### src/logic/sam_pkg.sv
// Package of constants and types for the security attribution map.
package sam_pkg;
  // Register offsets, byte addresses on the register port.
  localparam logic [31:0] ATTRIBUTION_CONTROL_OFS = 32'he000edd0;
  localparam logic [31:0] ATTRIBUTION_TYPE_INFO_OFS = 32'he000edd4;
  localparam logic [31:0] REGION_INDEX_SELECT_OFS = 32'he000edd8;
  localparam logic [31:0] REGION_BASE_ADDRESS_OFS = 32'he000eddc;
  localparam logic [31:0] REGION_LIMIT_ADDRESS_OFS = 32'he000ede0;
  // Field positions.
  localparam int CTRL_ENABLE_BIT = 0;
  localparam int CTRL_ALL_NONSECURE_DEFAULT_BIT = 1;
  localparam int LIMIT_ENABLE_BIT = 0;
  localparam int LIMIT_CALLABLE_BIT = 1;
  localparam int ADDR_LOW_BITS = 5;
  // Reset values.
  localparam logic [1:0] CTRL_RESET = 2'h0;
  localparam logic [7:0] INDEX_RESET = 8'h00;
  localparam logic [26:0] BITS_RESET = 27'h0000000;
  // Attribute encoding, ordered from least to most secure.
  typedef enum logic [1:0]
  {
    ATTR_NONSECURE = 2'h0,
    ATTR_CALLABLE = 2'h1,
    ATTR_SECURE = 2'h2
  } sam_attr_t;
  // More secure of two attributes.
  function automatic sam_attr_t sam_stronger(input sam_attr_t a,
                                             input sam_attr_t b);
    sam_stronger = (a > b) ? a : b;
  endfunction : sam_stronger
endpackage : sam_pkg

### src/logic/sam_cfg_if.sv
// Interface carrying region configuration from the register bank.
`timescale 1ns/100ps
`default_nettype none
interface sam_cfg_if;
  logic [7:0] regionEnable;
  logic [7:0] regionCallable;
  logic [26:0] baseBits [8];
  logic [26:0] limitBits [8];
  logic unitEnable;
  logic allNonsecure;
  modport bank (output regionEnable, regionCallable, baseBits, limitBits,
                unitEnable, allNonsecure);
  modport lookup (input regionEnable, regionCallable, baseBits, limitBits,
                  unitEnable, allNonsecure);
endinterface : sam_cfg_if
`default_nettype wire

### src/logic/sam_lookup.sv
// Combinational attribution lookup for one address.
`timescale 1ns/100ps
`default_nettype none
module sam_lookup
  import sam_pkg::*;
#(
  parameter int RegionCount = 8
)
(
  // Configuration.
  sam_cfg_if.lookup cfg,
  // Query.
  input wire logic [31:0] addr,
  input wire logic extPresent,
  input wire sam_attr_t extAttr,
  // Result.
  output sam_attr_t attr,
  output logic [7:0] regionNum,
  output logic regionValid
);
  logic [7:0] hit;
  logic [3:0] hitCount;
  sam_attr_t regAttr;

  // Region match; limit low bits implied as ones.
  always_comb
  begin
    hit = 8'h00;
    hitCount = 4'h0;
    regionNum = 8'h00;
    for (int i = 0; i < RegionCount; i++)
    begin
      if (cfg.regionEnable[i] && addr[31:5] >= cfg.baseBits[i] &&
          addr[31:5] <= cfg.limitBits[i])
      begin
        hit[i] = 1'b1;
        hitCount = hitCount + 4'h1;
        regionNum = 8'(i);
      end
    end
  end

  // Programmable attribute, then merge with the fixed external map.
  always_comb
  begin
    if (!cfg.unitEnable)
      regAttr = cfg.allNonsecure ? ATTR_NONSECURE : ATTR_SECURE;
    else if (hitCount == 4'h0 || hitCount > 4'h1)
      regAttr = ATTR_SECURE;
    else if ((hit & cfg.regionCallable) != 8'h00)
      regAttr = ATTR_CALLABLE;
    else
      regAttr = ATTR_NONSECURE;
    // Regions override the external map only toward more security.
    attr = extPresent ? sam_stronger(regAttr, extAttr) : regAttr;
    regionValid = cfg.unitEnable && hitCount == 4'h1;
  end
endmodule : sam_lookup
`default_nettype wire

### src/logic/sam_regbank.sv
// Register bank of the attribution unit, Secure-only access.
`timescale 1ns/100ps
`default_nettype none
module sam_regbank
  import sam_pkg::*;
#(
  parameter int RegionCount = 8
)
(
  // Clock and reset.
  input wire logic clock,
  input wire logic rst,
  // Register port.
  input wire logic [31:0] regAddr,
  input wire logic [31:0] regWdata,
  input wire logic regWrite,
  input wire logic regRead,
  input wire logic regSecure,
  output logic [31:0] regRdata_q,
  // Configuration out.
  sam_cfg_if.bank cfg
);
  logic [1:0] ctrl_q;
  logic [7:0] index_q;
  logic [26:0] base_q [8];
  logic [26:0] limit_q [8];
  logic [7:0] en_q;
  logic [7:0] nsc_q;
  logic secWrite;
  logic idxOk;
  logic [31:0] regRdata_d;

  assign secWrite = regWrite && regSecure;
  assign idxOk = index_q < 8'(RegionCount);

  // Control register, cleared at reset.
  always_ff @(posedge clock)
  begin
    if (rst)
      ctrl_q <= CTRL_RESET;
    else if (secWrite && regAddr == ATTRIBUTION_CONTROL_OFS)
      ctrl_q <= regWdata[1:0];
  end

  // Region index select.
  always_ff @(posedge clock)
  begin
    if (rst)
      index_q <= INDEX_RESET;
    else if (secWrite && regAddr == REGION_INDEX_SELECT_OFS)
      index_q <= regWdata[7:0];
  end

  // Region storage reached through the index.
  always_ff @(posedge clock)
  begin
    if (rst)
    begin
      en_q <= 8'h00;
      nsc_q <= 8'h00;
      for (int i = 0; i < 8; i++)
      begin
        base_q[i] <= BITS_RESET;
        limit_q[i] <= BITS_RESET;
      end
    end
    else if (secWrite && idxOk)
    begin
      if (regAddr == REGION_BASE_ADDRESS_OFS)
        base_q[index_q[2:0]] <= regWdata[31:5];
      if (regAddr == REGION_LIMIT_ADDRESS_OFS)
      begin
        limit_q[index_q[2:0]] <= regWdata[31:5];
        en_q[index_q[2:0]] <= regWdata[LIMIT_ENABLE_BIT];
        nsc_q[index_q[2:0]] <= regWdata[LIMIT_CALLABLE_BIT];
      end
    end
  end

  // Read mux; Non-secure reads return zero.
  always_comb
  begin
    regRdata_d = 32'h00000000;
    if (regRead && regSecure)
    begin
      case (regAddr)
        ATTRIBUTION_CONTROL_OFS: regRdata_d = {30'h0, ctrl_q};
        ATTRIBUTION_TYPE_INFO_OFS:
          regRdata_d = {24'h0, 8'(RegionCount)};
        REGION_INDEX_SELECT_OFS: regRdata_d = {24'h0, index_q};
        REGION_BASE_ADDRESS_OFS:
          if (idxOk)
            regRdata_d = {base_q[index_q[2:0]], 5'h00};
        REGION_LIMIT_ADDRESS_OFS:
          if (idxOk)
            regRdata_d = {limit_q[index_q[2:0]], 3'h0,
                          nsc_q[index_q[2:0]], en_q[index_q[2:0]]};
        default: regRdata_d = 32'h00000000;
      endcase
    end
  end

  // Read data stands in the cycle after the strobe.
  always_ff @(posedge clock)
  begin
    if (rst)
      regRdata_q <= 32'h00000000;
    else
      regRdata_q <= regRdata_d;
  end

  // Drive configuration, masking unimplemented regions.
  always_comb
  begin
    cfg.unitEnable = ctrl_q[CTRL_ENABLE_BIT];
    cfg.allNonsecure = ctrl_q[CTRL_ALL_NONSECURE_DEFAULT_BIT];
    cfg.regionEnable = en_q & 8'((9'h1 << RegionCount) - 9'h1);
    cfg.regionCallable = nsc_q;
    cfg.baseBits = base_q;
    cfg.limitBits = limit_q;
  end

  // Reset clears the control register on the following edge.
  a_ctrl_reset: assert property (@(posedge clock)
    rst |=> ctrl_q == CTRL_RESET)
    else $error("control not cleared by reset");
  a_ns_write: assert property (@(posedge clock) disable iff (rst)
    regWrite && !regSecure |=> $stable(ctrl_q) && $stable(index_q))
    else $error("nonsecure write changed a register");
  a_ns_read: assert property (@(posedge clock) disable iff (rst)
    regRead && !regSecure |=> regRdata_q == 32'h0)
    else $error("nonsecure read not zero");
  a_type: assert property (@(posedge clock) disable iff (rst)
    regRead && regSecure && regAddr == ATTRIBUTION_TYPE_INFO_OFS
    |=> regRdata_q == 32'(RegionCount))
    else $error("type register wrong");
endmodule : sam_regbank
`default_nettype wire

### src/logic/security_attribution_map.sv
// Top of the security attribution map beside the core.
`timescale 1ns/100ps
`default_nettype none
module security_attribution_map
  import sam_pkg::*;
#(
  parameter int RegionCount = 8
)
(
  // Clock and reset.
  input wire logic clock,
  input wire logic rst,
  // Register port.
  input wire logic [31:0] regAddr,
  input wire logic [31:0] regWdata,
  input wire logic regWrite,
  input wire logic regRead,
  input wire logic regSecure,
  output logic [31:0] regRdata_q,
  // External fixed attribution.
  input wire logic extPresent,
  input wire logic [1:0] fetchExtAttr,
  input wire logic [1:0] dataExtAttr,
  // Instruction fetch query.
  input wire logic fetchValid,
  input wire logic [31:0] fetchAddr,
  input wire logic fetchIsGateway,
  input wire logic coreSecure,
  output logic [1:0] fetchAttr_q,
  output logic fetchCallable_q,
  output logic gatewayTaken_q,
  output logic fetchFault_q,
  // Data access query.
  input wire logic dataValid,
  input wire logic [31:0] dataAddr,
  output logic [1:0] dataAttr_q,
  output logic dataGrant_q,
  output logic busNonsecure_q,
  output logic securityFault_q,
  // Target test result for the data address.
  output logic [7:0] testRegion_q,
  output logic testRegionValid_q,
  // Request to switch to Non-secure state.
  input wire logic enterNsReq,
  output logic enterNsFault_q
);
  sam_cfg_if cfg ();
  sam_attr_t fAttr;
  sam_attr_t dAttr;
  logic [7:0] dRegion;
  logic dRegionOk;
  logic noNsAnywhere;

  // Register bank.
  sam_regbank #(.RegionCount(RegionCount)) u_bank
  (
    .clock(clock),
    .rst(rst),
    .regAddr(regAddr),
    .regWdata(regWdata),
    .regWrite(regWrite),
    .regRead(regRead),
    .regSecure(regSecure),
    .regRdata_q(regRdata_q),
    .cfg(cfg)
  );

  // Fetch lookup.
  sam_lookup #(.RegionCount(RegionCount)) u_fetch
  (
    .cfg(cfg),
    .addr(fetchAddr),
    .extPresent(extPresent),
    .extAttr(sam_attr_t'(fetchExtAttr)),
    .attr(fAttr),
    .regionNum(),
    .regionValid()
  );

  // Data lookup.
  sam_lookup #(.RegionCount(RegionCount)) u_data
  (
    .cfg(cfg),
    .addr(dataAddr),
    .extPresent(extPresent),
    .extAttr(sam_attr_t'(dataExtAttr)),
    .attr(dAttr),
    .regionNum(dRegion),
    .regionValid(dRegionOk)
  );

  // No Non-secure memory can exist: no external map, and unit off without all-NS or on with no regions.
  assign noNsAnywhere = !extPresent && ((!cfg.unitEnable &&
    !cfg.allNonsecure) || (cfg.unitEnable && RegionCount == 0));

  // Fetch results.
  always_ff @(posedge clock)
  begin
    if (rst)
    begin
      fetchAttr_q <= ATTR_SECURE;
      fetchCallable_q <= 1'b0;
      gatewayTaken_q <= 1'b0;
      fetchFault_q <= 1'b0;
    end
    else
    begin
      fetchAttr_q <= fAttr;
      fetchCallable_q <= fetchValid && fAttr == ATTR_CALLABLE;
      // Gateway only opens from callable memory while Non-secure.
      gatewayTaken_q <= fetchValid && fetchIsGateway && !coreSecure &&
                        fAttr == ATTR_CALLABLE;
      // Non-secure fetch from Secure code without valid gateway faults.
      fetchFault_q <= fetchValid && !coreSecure && fAttr != ATTR_NONSECURE &&
                      !(fetchIsGateway && fAttr == ATTR_CALLABLE);
    end
  end

  // Data results.
  always_ff @(posedge clock)
  begin
    if (rst)
    begin
      dataAttr_q <= ATTR_SECURE;
      dataGrant_q <= 1'b0;
      busNonsecure_q <= 1'b0;
      securityFault_q <= 1'b0;
    end
    else
    begin
      dataAttr_q <= dAttr;
      dataGrant_q <= dataValid &&
                     (coreSecure || dAttr == ATTR_NONSECURE);
      securityFault_q <= dataValid && !coreSecure &&
                         dAttr != ATTR_NONSECURE;
      // Non-secure cores and Non-secure addresses both go out as NS.
      busNonsecure_q <= dataValid &&
        (!coreSecure || dAttr == ATTR_NONSECURE);
    end
  end

  // Target test information.
  always_ff @(posedge clock)
  begin
    if (rst)
    begin
      testRegion_q <= 8'h00;
      testRegionValid_q <= 1'b0;
    end
    else
    begin
      testRegion_q <= dRegionOk ? dRegion : 8'h00;
      testRegionValid_q <= dRegionOk;
    end
  end

  // State switch guard.
  always_ff @(posedge clock)
  begin
    if (rst)
      enterNsFault_q <= 1'b0;
    else
      enterNsFault_q <= enterNsReq && noNsAnywhere;
  end

  // Non-secure data access to Secure memory is blocked and faulted.
  a_sfault: assert property (@(posedge clock) disable iff (rst)
    dataValid && !coreSecure && dAttr == ATTR_SECURE
    |=> securityFault_q && !dataGrant_q)
    else $error("nonsecure access to secure not faulted");
  // Non-secure data access to Non-secure memory goes through.
  a_ns_grant: assert property (@(posedge clock) disable iff (rst)
    dataValid && !coreSecure && dAttr == ATTR_NONSECURE
    |=> dataGrant_q && !securityFault_q)
    else $error("nonsecure access to nonsecure memory refused");
  a_busns: assert property (@(posedge clock) disable iff (rst)
    dataValid && coreSecure && dAttr == ATTR_NONSECURE
    |=> busNonsecure_q && dataGrant_q)
    else $error("secure access to ns address not marked ns");
  a_gateway: assert property (@(posedge clock) disable iff (rst)
    gatewayTaken_q |-> $past(fAttr) == ATTR_CALLABLE)
    else $error("gateway taken outside callable memory");
  // A Non-secure fetch from plain Secure memory never opens the gateway.
  a_ns_fetch: assert property (@(posedge clock) disable iff (rst)
    fetchValid && !coreSecure && fAttr == ATTR_SECURE
    |=> fetchFault_q && !gatewayTaken_q)
    else $error("nonsecure fetch from secure memory not faulted");
  a_default_sec: assert property (@(posedge clock) disable iff (rst)
    !extPresent && !cfg.unitEnable && !cfg.allNonsecure
    |-> dAttr == ATTR_SECURE && fAttr == ATTR_SECURE)
    else $error("disabled unit not all secure");
  a_all_nonsecure_default: assert property (@(posedge clock) disable iff (rst)
    !extPresent && !cfg.unitEnable && cfg.allNonsecure
    |-> dAttr == ATTR_NONSECURE)
    else $error("all nonsecure default ignored");
  a_stronger: assert property (@(posedge clock) disable iff (rst)
    extPresent && dataExtAttr == 2'h2 |-> dAttr == ATTR_SECURE)
    else $error("weaker attribute won over external map");
  a_enterns: assert property (@(posedge clock) disable iff (rst)
    enterNsReq && noNsAnywhere |=> enterNsFault_q)
    else $error("state switch not faulted");
  // A disabled unit never reports a valid region number.
  a_no_region: assert property (@(posedge clock) disable iff (rst)
    !cfg.unitEnable |=> !testRegionValid_q)
    else $error("region number valid while unit disabled");
endmodule : security_attribution_map
`default_nettype wire

### config.mk
export PLATFORM = sky130hd
export DESIGN_NAME = security_attribution_map
export DESIGN_NICKNAME = d
export VERILOG_FILES = /design/src/logic/sam_pkg.sv /design/src/logic/sam_cfg_if.sv /design/src/logic/sam_lookup.sv /design/src/logic/sam_regbank.sv /design/src/logic/security_attribution_map.sv
export SDC_FILE = /design/constraint.sdc
export NUM_CORES = 2
export LEC_CHECK = 0
export BUFFER_PORTS_ARGS = -buffer_cell sky130_fd_sc_hd__buf_2
export CORE_ASPECT_RATIO = 1.75
export CORE_MARGIN = 2
export CORE_UTILIZATION = 41
export DETAILED_ROUTE_END_ITERATION = 16
export PLACE_DENSITY = 0.61
export SLEW_MARGIN = 20
export SYNTH_ARGS = -nofsm -noshare
export SYNTH_HDL_FRONTEND = slang
export SYNTH_SLANG_ARGS = --single-unit
export TNS_END_PERCENT = 100
### constraint.sdc
create_clock -name clock -period 8.8 [get_ports clock]
set_input_delay 0.44 -clock clock [delete_from_list [all_inputs] [get_ports clock]]
set_output_delay 0.44 -clock clock [all_outputs]
set_load 0.02 [all_outputs]
Word-level counts from Yosys, hierarchy flattened --
Index checks and enable logic that the tools add are counted.
Storage, ports and cells: word-level logic and storage cells 247, output and inout bits 52, bits of input ports 143, bits in registers 510
Cells by class: add/subtract/negate cells 14, order comparisons 41, reductions and logical operators 76, bitwise gates (word level) 5, mux-type cells 71, equality and inequality tests 7
Operator list (count):
- $bwmux W216 | 2
- $ge A27 B27 Y1 | 16
- $le A27 B27 Y1 | 16
- $bmux W27 S3 | 2
- $eq A32 B32 Y1 const B | 5
- $pmux W32 S5 | 1
- $mux W27 | 5
- $demux W27 S3 | 1
- $mux W32 | 2
- $mux W4 | 14
- $logic_and A1 B1 Y1 | 55
- $add A4 B1 Y4 const B | 12
- $mux W1 | 24
- $mux W2 | 11
- $and A8 B8 Y8 | 2
- $bwmux W8 | 2
- $reduce_bool A8 Y1 | 2
- $mux W3 | 4
- $gt A4 B1 Y1 const B | 2
- $logic_not A4 Y1 | 2
- $lt A8 B4 Y1 const B | 1
- $reduce_or A8 Y1 | 1
- $bmux W1 S3 | 2
- $logic_not A1 Y1 | 5
- 16 further kinds | 25

Depth between registers and ports, before layout --
depth after elaboration 29, mapped depth 40, depth with buffers taken out 40

Modules after synthesis --
A second synthesis with hierarchy kept.
Unflattened totals: cells, all modules 5520, area, all modules 45617.5 sq um
By module, submodules not included:
- sam_regbank | instances 1, sequential area each 9809.4 sq um, cells an instance 2200, area each 21421.8 sq um
- sam_lookup at u_data | instances 1, sequential area each 0.0 sq um, cells an instance 1655, area each 11935.2 sq um
- sam_lookup at u_fetch | instances 1, sequential area each 0.0 sq um, cells an instance 1616, area each 11669.9 sq um
- security_attribution_map | instances 1, sequential area each 400.4 sq um, cells an instance 49, area each 590.6 sq um

Worst setup path before layout --
Ideal clock, no wire load.
path type input to register, start in dataAddr[5], end reg dataGrant_q, cell stages on the path 38, required time 8.725 ns, setup time 0.075 ns, arrival time 7.152 ns, buffers on the path 0, path slack 1.574 ns, cell sequence inv_1 > ha_1 > nand2b_1 > a21o_1 > a21o_1 > a21o_1 > a21oi_1 > o21ai_0 > a21oi_1 > o21ai_0 > and4_1 > ha_1 > inv_1 > a21oi_2 > nor2_2 > inv_1 > ha_1 > nand2_1 > (+2 left out) > nand2_1 > o221ai_1 > ha_1 > nor2_1 > nor2_1 > ha_1 > mux2_2 > ha_1 > or3_1 > nand3_1 > o2111a_2 > or2_2 > ha_1 > nor2_1 > o22ai_1 > and3_1 > a211o_1 > o22ai_1
On the way: word-level cells in the longest chain between the ends 28, elaborated cells between the ends (all ways) 69, classes of those cells add/sub: 7; order compare: 18; mux: 21; bitwise: 1; reduce/logical: 22
Ends and longest elaborated chain:
- from (decl) | RTL line security_attribution_map.sv:35 | input wire logic [31:0] dataAddr,
- $ge A27 B27 Y1 | RTL line sam_lookup.sv:33 | if (cfg.regionEnable[i] && addr[31:5] >= cfg.baseBits[i] &&
- $logic_and A1 B1 Y1 (2 in series) | RTL line sam_lookup.sv:33
- $mux W1 | RTL line sam_lookup.sv:33
- $add A1 B1 Y2 | RTL line sam_lookup.sv:37 | hitCount = hitCount + 4'h1;
- $mux W4 | RTL line sam_lookup.sv:33
- $add A4 B1 Y4 | RTL line sam_lookup.sv:37
- $mux W4 | RTL line sam_lookup.sv:33
- $add A4 B1 Y4 | RTL line sam_lookup.sv:37
- (+11 left out)
- $mux W2 (*) | RTL line sam_lookup.sv:48 | else if (hitCount == 4'h0 || hitCount > 4'h1)
- $mux W2 (*) | RTL line sam_lookup.sv:46 | if (!cfg.unitEnable)
- $gt A2 B2 Y1 | RTL line sam_pkg.sv:29 | sam_stronger = (a > b) ? a : b;
- $mux W2 | RTL line sam_pkg.sv:29
- $mux W2 (*) | RTL line sam_lookup.sv:55 | attr = extPresent ? sam_stronger(regAttr, extAttr) : regAttr;
- $logic_not A2 Y1 (*) | RTL line security_attribution_map.sv:133 | (coreSecure || dAttr == ATTR_NONSECURE);
- $logic_or A1 B1 Y1 (*) | RTL line security_attribution_map.sv:133
- $logic_and A1 B1 Y1 (*) | RTL line security_attribution_map.sv:132 | dataGrant_q <= dataValid &&
- to (signal assigned) | RTL line security_attribution_map.sv:132
- to (decl) | RTL line security_attribution_map.sv:37 | output logic dataGrant_q,
Mark *: on every way between the ends. The rest lies on a longest branch, timed or not. A chain may end at the register's enable or synchronous reset.

Worst setup path in the final report --
start reg u_bank.limit_q, in the netlist u_bank.cfg.limitBits[182], end reg gatewayTaken_q
On the way: word-level cells in the longest chain between the ends 24, elaborated cells between the ends (all ways) 29, classes of those cells add/sub: 6; order compare: 3; eq/ne: 1; mux: 13; bitwise: 1; reduce/logical: 5
Ends and longest elaborated chain:
- from (decl) | RTL line sam_regbank.sv:26 | logic [26:0] limit_q [8];
- from (signal, indexed assignment) | RTL line sam_regbank.sv:73 | limit_q[index_q[2:0]] <= regWdata[31:5];
- $le A27 B27 Y1 (*) | RTL line sam_lookup.sv:34 | addr[31:5] <= cfg.limitBits[i])
- $logic_and A1 B1 Y1 (*) | RTL line sam_lookup.sv:33
- $mux W4 | RTL line sam_lookup.sv:33
- $add A4 B1 Y4 | RTL line sam_lookup.sv:37
- $mux W4 | RTL line sam_lookup.sv:33
- $add A4 B1 Y4 | RTL line sam_lookup.sv:37
- $mux W4 | RTL line sam_lookup.sv:33
- $add A4 B1 Y4 | RTL line sam_lookup.sv:37
- (+8 left out)
- $logic_or A1 B1 Y1 | RTL line sam_lookup.sv:48
- $mux W2 (*) | RTL line sam_lookup.sv:48
- $mux W2 (*) | RTL line sam_lookup.sv:46
- $gt A2 B2 Y1 | RTL line sam_pkg.sv:29
- $mux W2 | RTL line sam_pkg.sv:29
- $mux W2 (*) | RTL line sam_lookup.sv:55
- $eq A2 B1 Y1 (*) | RTL line security_attribution_map.sv:112 | fAttr == ATTR_CALLABLE;
- $logic_and A1 B1 Y1 (*) | RTL line security_attribution_map.sv:111 | gatewayTaken_q <= fetchValid && fetchIsGateway && !coreSecure &&
- to (signal assigned) | RTL line security_attribution_map.sv:111
- to (decl) | RTL line security_attribution_map.sv:31 | output logic gatewayTaken_q,
Marks and branches as above.

==> results.yml <==
run_status:
  status: "finished clean"
finish:
  layout-drive-gt1-share: 0.09186
  fin_nets: 6561
  seq_area_um2: 10110
  multiInputGateArea_um2: 28930
  final_cell_area_um2: 46440
  final_util: 0.4609
  syn_to_final_growth_pct: 11.40
  fin_cells: 6905
  n_fill_cell: 10090
sta:
  rsz0062_at_grt: "no"
  finalSetupViolCount: 0
  finalCriticalPeriod_ns: 8.403
  worst_slew_pin_slew_ns: 1.246
  hold_viol_final: 0
  max_slew_margin: 0.1620
  max_freq_mhz: 119.0
  fin_worst_skew_ns: 0.03435
  tns_ns: 0
  fin_crit_sh: 0.9549
  slew_viol_final: 0
synth:
  synth_top_cell_area_share: 0.2650
  syn_inst: 5420
  synth_edf_count: 0
  synthFlopType: "dfxtp_1"
  netlist_area_um2: 41690
  seq_area_frac_synth: 0.2425
  ys_top_cells_by_area: "ha_1, dfxtp_1, nand2_1"
  yosys.area.top_type: "ha_1"
  avgSynthCellArea_um2: 7.692
  yosysMostFrequentCell: "nand2_1"
  netlist_top_cells_count: "nand2_1, ha_1, a21oi_1"
  synth_cell_types: 101
  ys_seq_elements: 505
  synthArstFlopShare: 0
  yosys_warnings: 0
drt:
  drt-initial-drc-count: 3965
  viasPerCell: 6.284
  antenna_left: 0
  drc: 0
  first_pass_iters: 8
  vias: 43390
  wl_per_cell_um: 30.51
  drt_wl_total_um: 210700
floorplan:
  fp-row-count: 154
  ios: 195
  die_w_um: 245.0
  initial_utilization: 0.4137
  die_area_um2: 104300
  core_um2: 100800
  die_h_um: 425.8
critical_path:
  reg2reg_from: "u_bank.cfg.limitBits[182]"
  arrival_ns: 8.98
  worst_path_most_repeated_cell: "ha_1"
  startpoint_type: "register"
  worst_r2r_path_depth: 36
  slowest_delay_ns: 0.41
  critPathRequiredTime_ns: 9.38
  worstSetupPathType: "register to register"
  crit_end: "gatewayTaken_q"
  r2r_slack_ns: 0.40
  slowest_stage: "a2111oi_0"
  startpoint: "u_bank.cfg.limitBits[182]"
  end_kind: "register"
  worstReg2RegEnd: "gatewayTaken_q"
  crit_fanout: 8
clocking:
  post-cts-setup-buffers: 0
  htree_levels: 2
  insertion_delay_ns: 0.68
  clockBufferDepth: 3
  path_clk_slew_ns: 0.07
  cts-buffers-inserted: 52
  cts_tree: "built"
  cts_sinks: 505
  root_buffer: "clkbuf_16"
placed_design:
  routabilityCongestion: 1.036
  place_inst: 6803
  place_area_um2: 44510
  io_buffer_count: 179
  post-dp-hpwl_um: 157200
hold_path:
  hp-class: "input pin to register"
pwr:
  ir_worst_vdd_mv: 0.1485
  leakagePower_nw: 17.54
  internal_power_mw: 4.012
  clkPwrFrac: 0.444
  pwr-share-seq: 0.403
  p_per_area_nw_per_um2: 122.2
  combPwrFrac: 0.154
  switching_power_mw: 1.666
  switching_share: 0.2934
global_route:
  grt_max_degree: 183
  grt_pass1_wl_um: 296900
  antenna_found_initial: 8
  overflow: 0
  track_usage: 0.3974
  grt_pass1_vias: 42380
job:
  max-cap-violations: 0
-- per-layer routing --
metal,track usage,share of wire
met1,0.4075,0.34
met2,0.6494,0.45
met5,0,0.00018
met3,0.07822,0.076
met4,0.4282,0.14
-- state kept, by name, indices dropped and copies added (netlist names), 3 cells and up --
signal	count
testRegion_q	3
u_bank.cfg.regionEnable	8
u_bank.index_q	8
u_bank.cfg.regionCallable	8
u_bank.regRdata_q	32
u_bank.cfg.baseBits	216
u_bank.cfg.limitBits	216
-- cell families (layout without fill, tap and decap cells) --
kind of cell	after synthesis	in the layout	share of synthesized area
compound gates	1517	1517	0.2244
xor+xnor	25	25	0.006272
fa+ha+maj	883	883	0.2650
buf+inv	748	898	0.06879
flops	505	505	0.2425
mux	20	20	0.005042
other cells	1	10	0.00008995
simple gates	1721	1721	0.1879
-- stage by stage --
step                setup slack [ns]  power [mW]  hold WS, ns
finish                        0.3968       5.678     0.002662
global route                 0.01634       5.822      0.01885
CTS                           0.4572       5.652     0.001192
detailed placement            0.4280       3.173       0.4626
global placement              0.4956       3.157       0.4550
floorplan                      1.574       2.794       0.4494
-- worst max-delay path: cells and delay by family (launching register included) --
kind,cells,cell delay [ns]
XOR/XNOR,1,0.26
AND/OR/NAND/NOR,11,2.06
flip-flops,1,0.32
adder cells (fa/ha/maj),8,2.45
multiplexers,1,0.29
AO/OA/AOI/OAI,12,2.54
buffers and inverters,3,0.39
-- power groups by stage --
stage / Clock, mW / Combinational, mW / Sequential [mW]
after floorplan: 0 / 0.454 / 2.34
after global placement: 0 / 0.819 / 2.34
after detailed placement: 0 / 0.835 / 2.34
after CTS: 2.53 / 0.841 / 2.29
after global routing: 2.59 / 0.944 / 2.28
final: 2.52 / 0.872 / 2.29
-- layout make-up --
type,count,share of cell area
repair buffers,332,0.04542
flip-flops and latches,505,0.2177
inverters,473,0.03823
multi-input cells,4171,0.6230
clock buffers,68,0.03214
diodes,5,0.0002694
well taps,1326,0.03572
clock inverters,25,0.007517
-- worst min-delay path by stage --
stage,from,endpoint,slack [ns],depth (start not counted)
global placement,u_bank.cfg.limitBits[196],u_bank.cfg.limitBits[196],0.45,2
detailed placement,u_bank.cfg.limitBits[67],u_bank.cfg.limitBits[67],0.46,2
global route,enterNsReq,enterNsFault_q,0.02,2
floorplan,u_bank.cfg.baseBits[100],u_bank.cfg.baseBits[100],0.45,2
CTS,regWdata[4],u_bank.index_q[4],0.001,3
finish,regWdata[4],u_bank.index_q[4],0.003,3
-- cell usage in the layout (no fill, tap or decap), drive strengths merged, types with 51 or more instances in the layout --
master  count
o21ai     124
nand3     101
buf       330
nor2      156
nand2    1013
nand4     136
nor4       80
a21o      177
ha        883
nor2b      51
o22ai     235
inv       474
clkbuf     69
dfxtp     505
a21oi     673
-- repair_timing --
action,4_1_cts,5_1_grt
resized for setup,0,1
hold buffers,1,0
endpoints found under the setup margin,0,4
hold endpoints to repair,1,0
No activity file was read; power rests on OpenSTA's default activity.
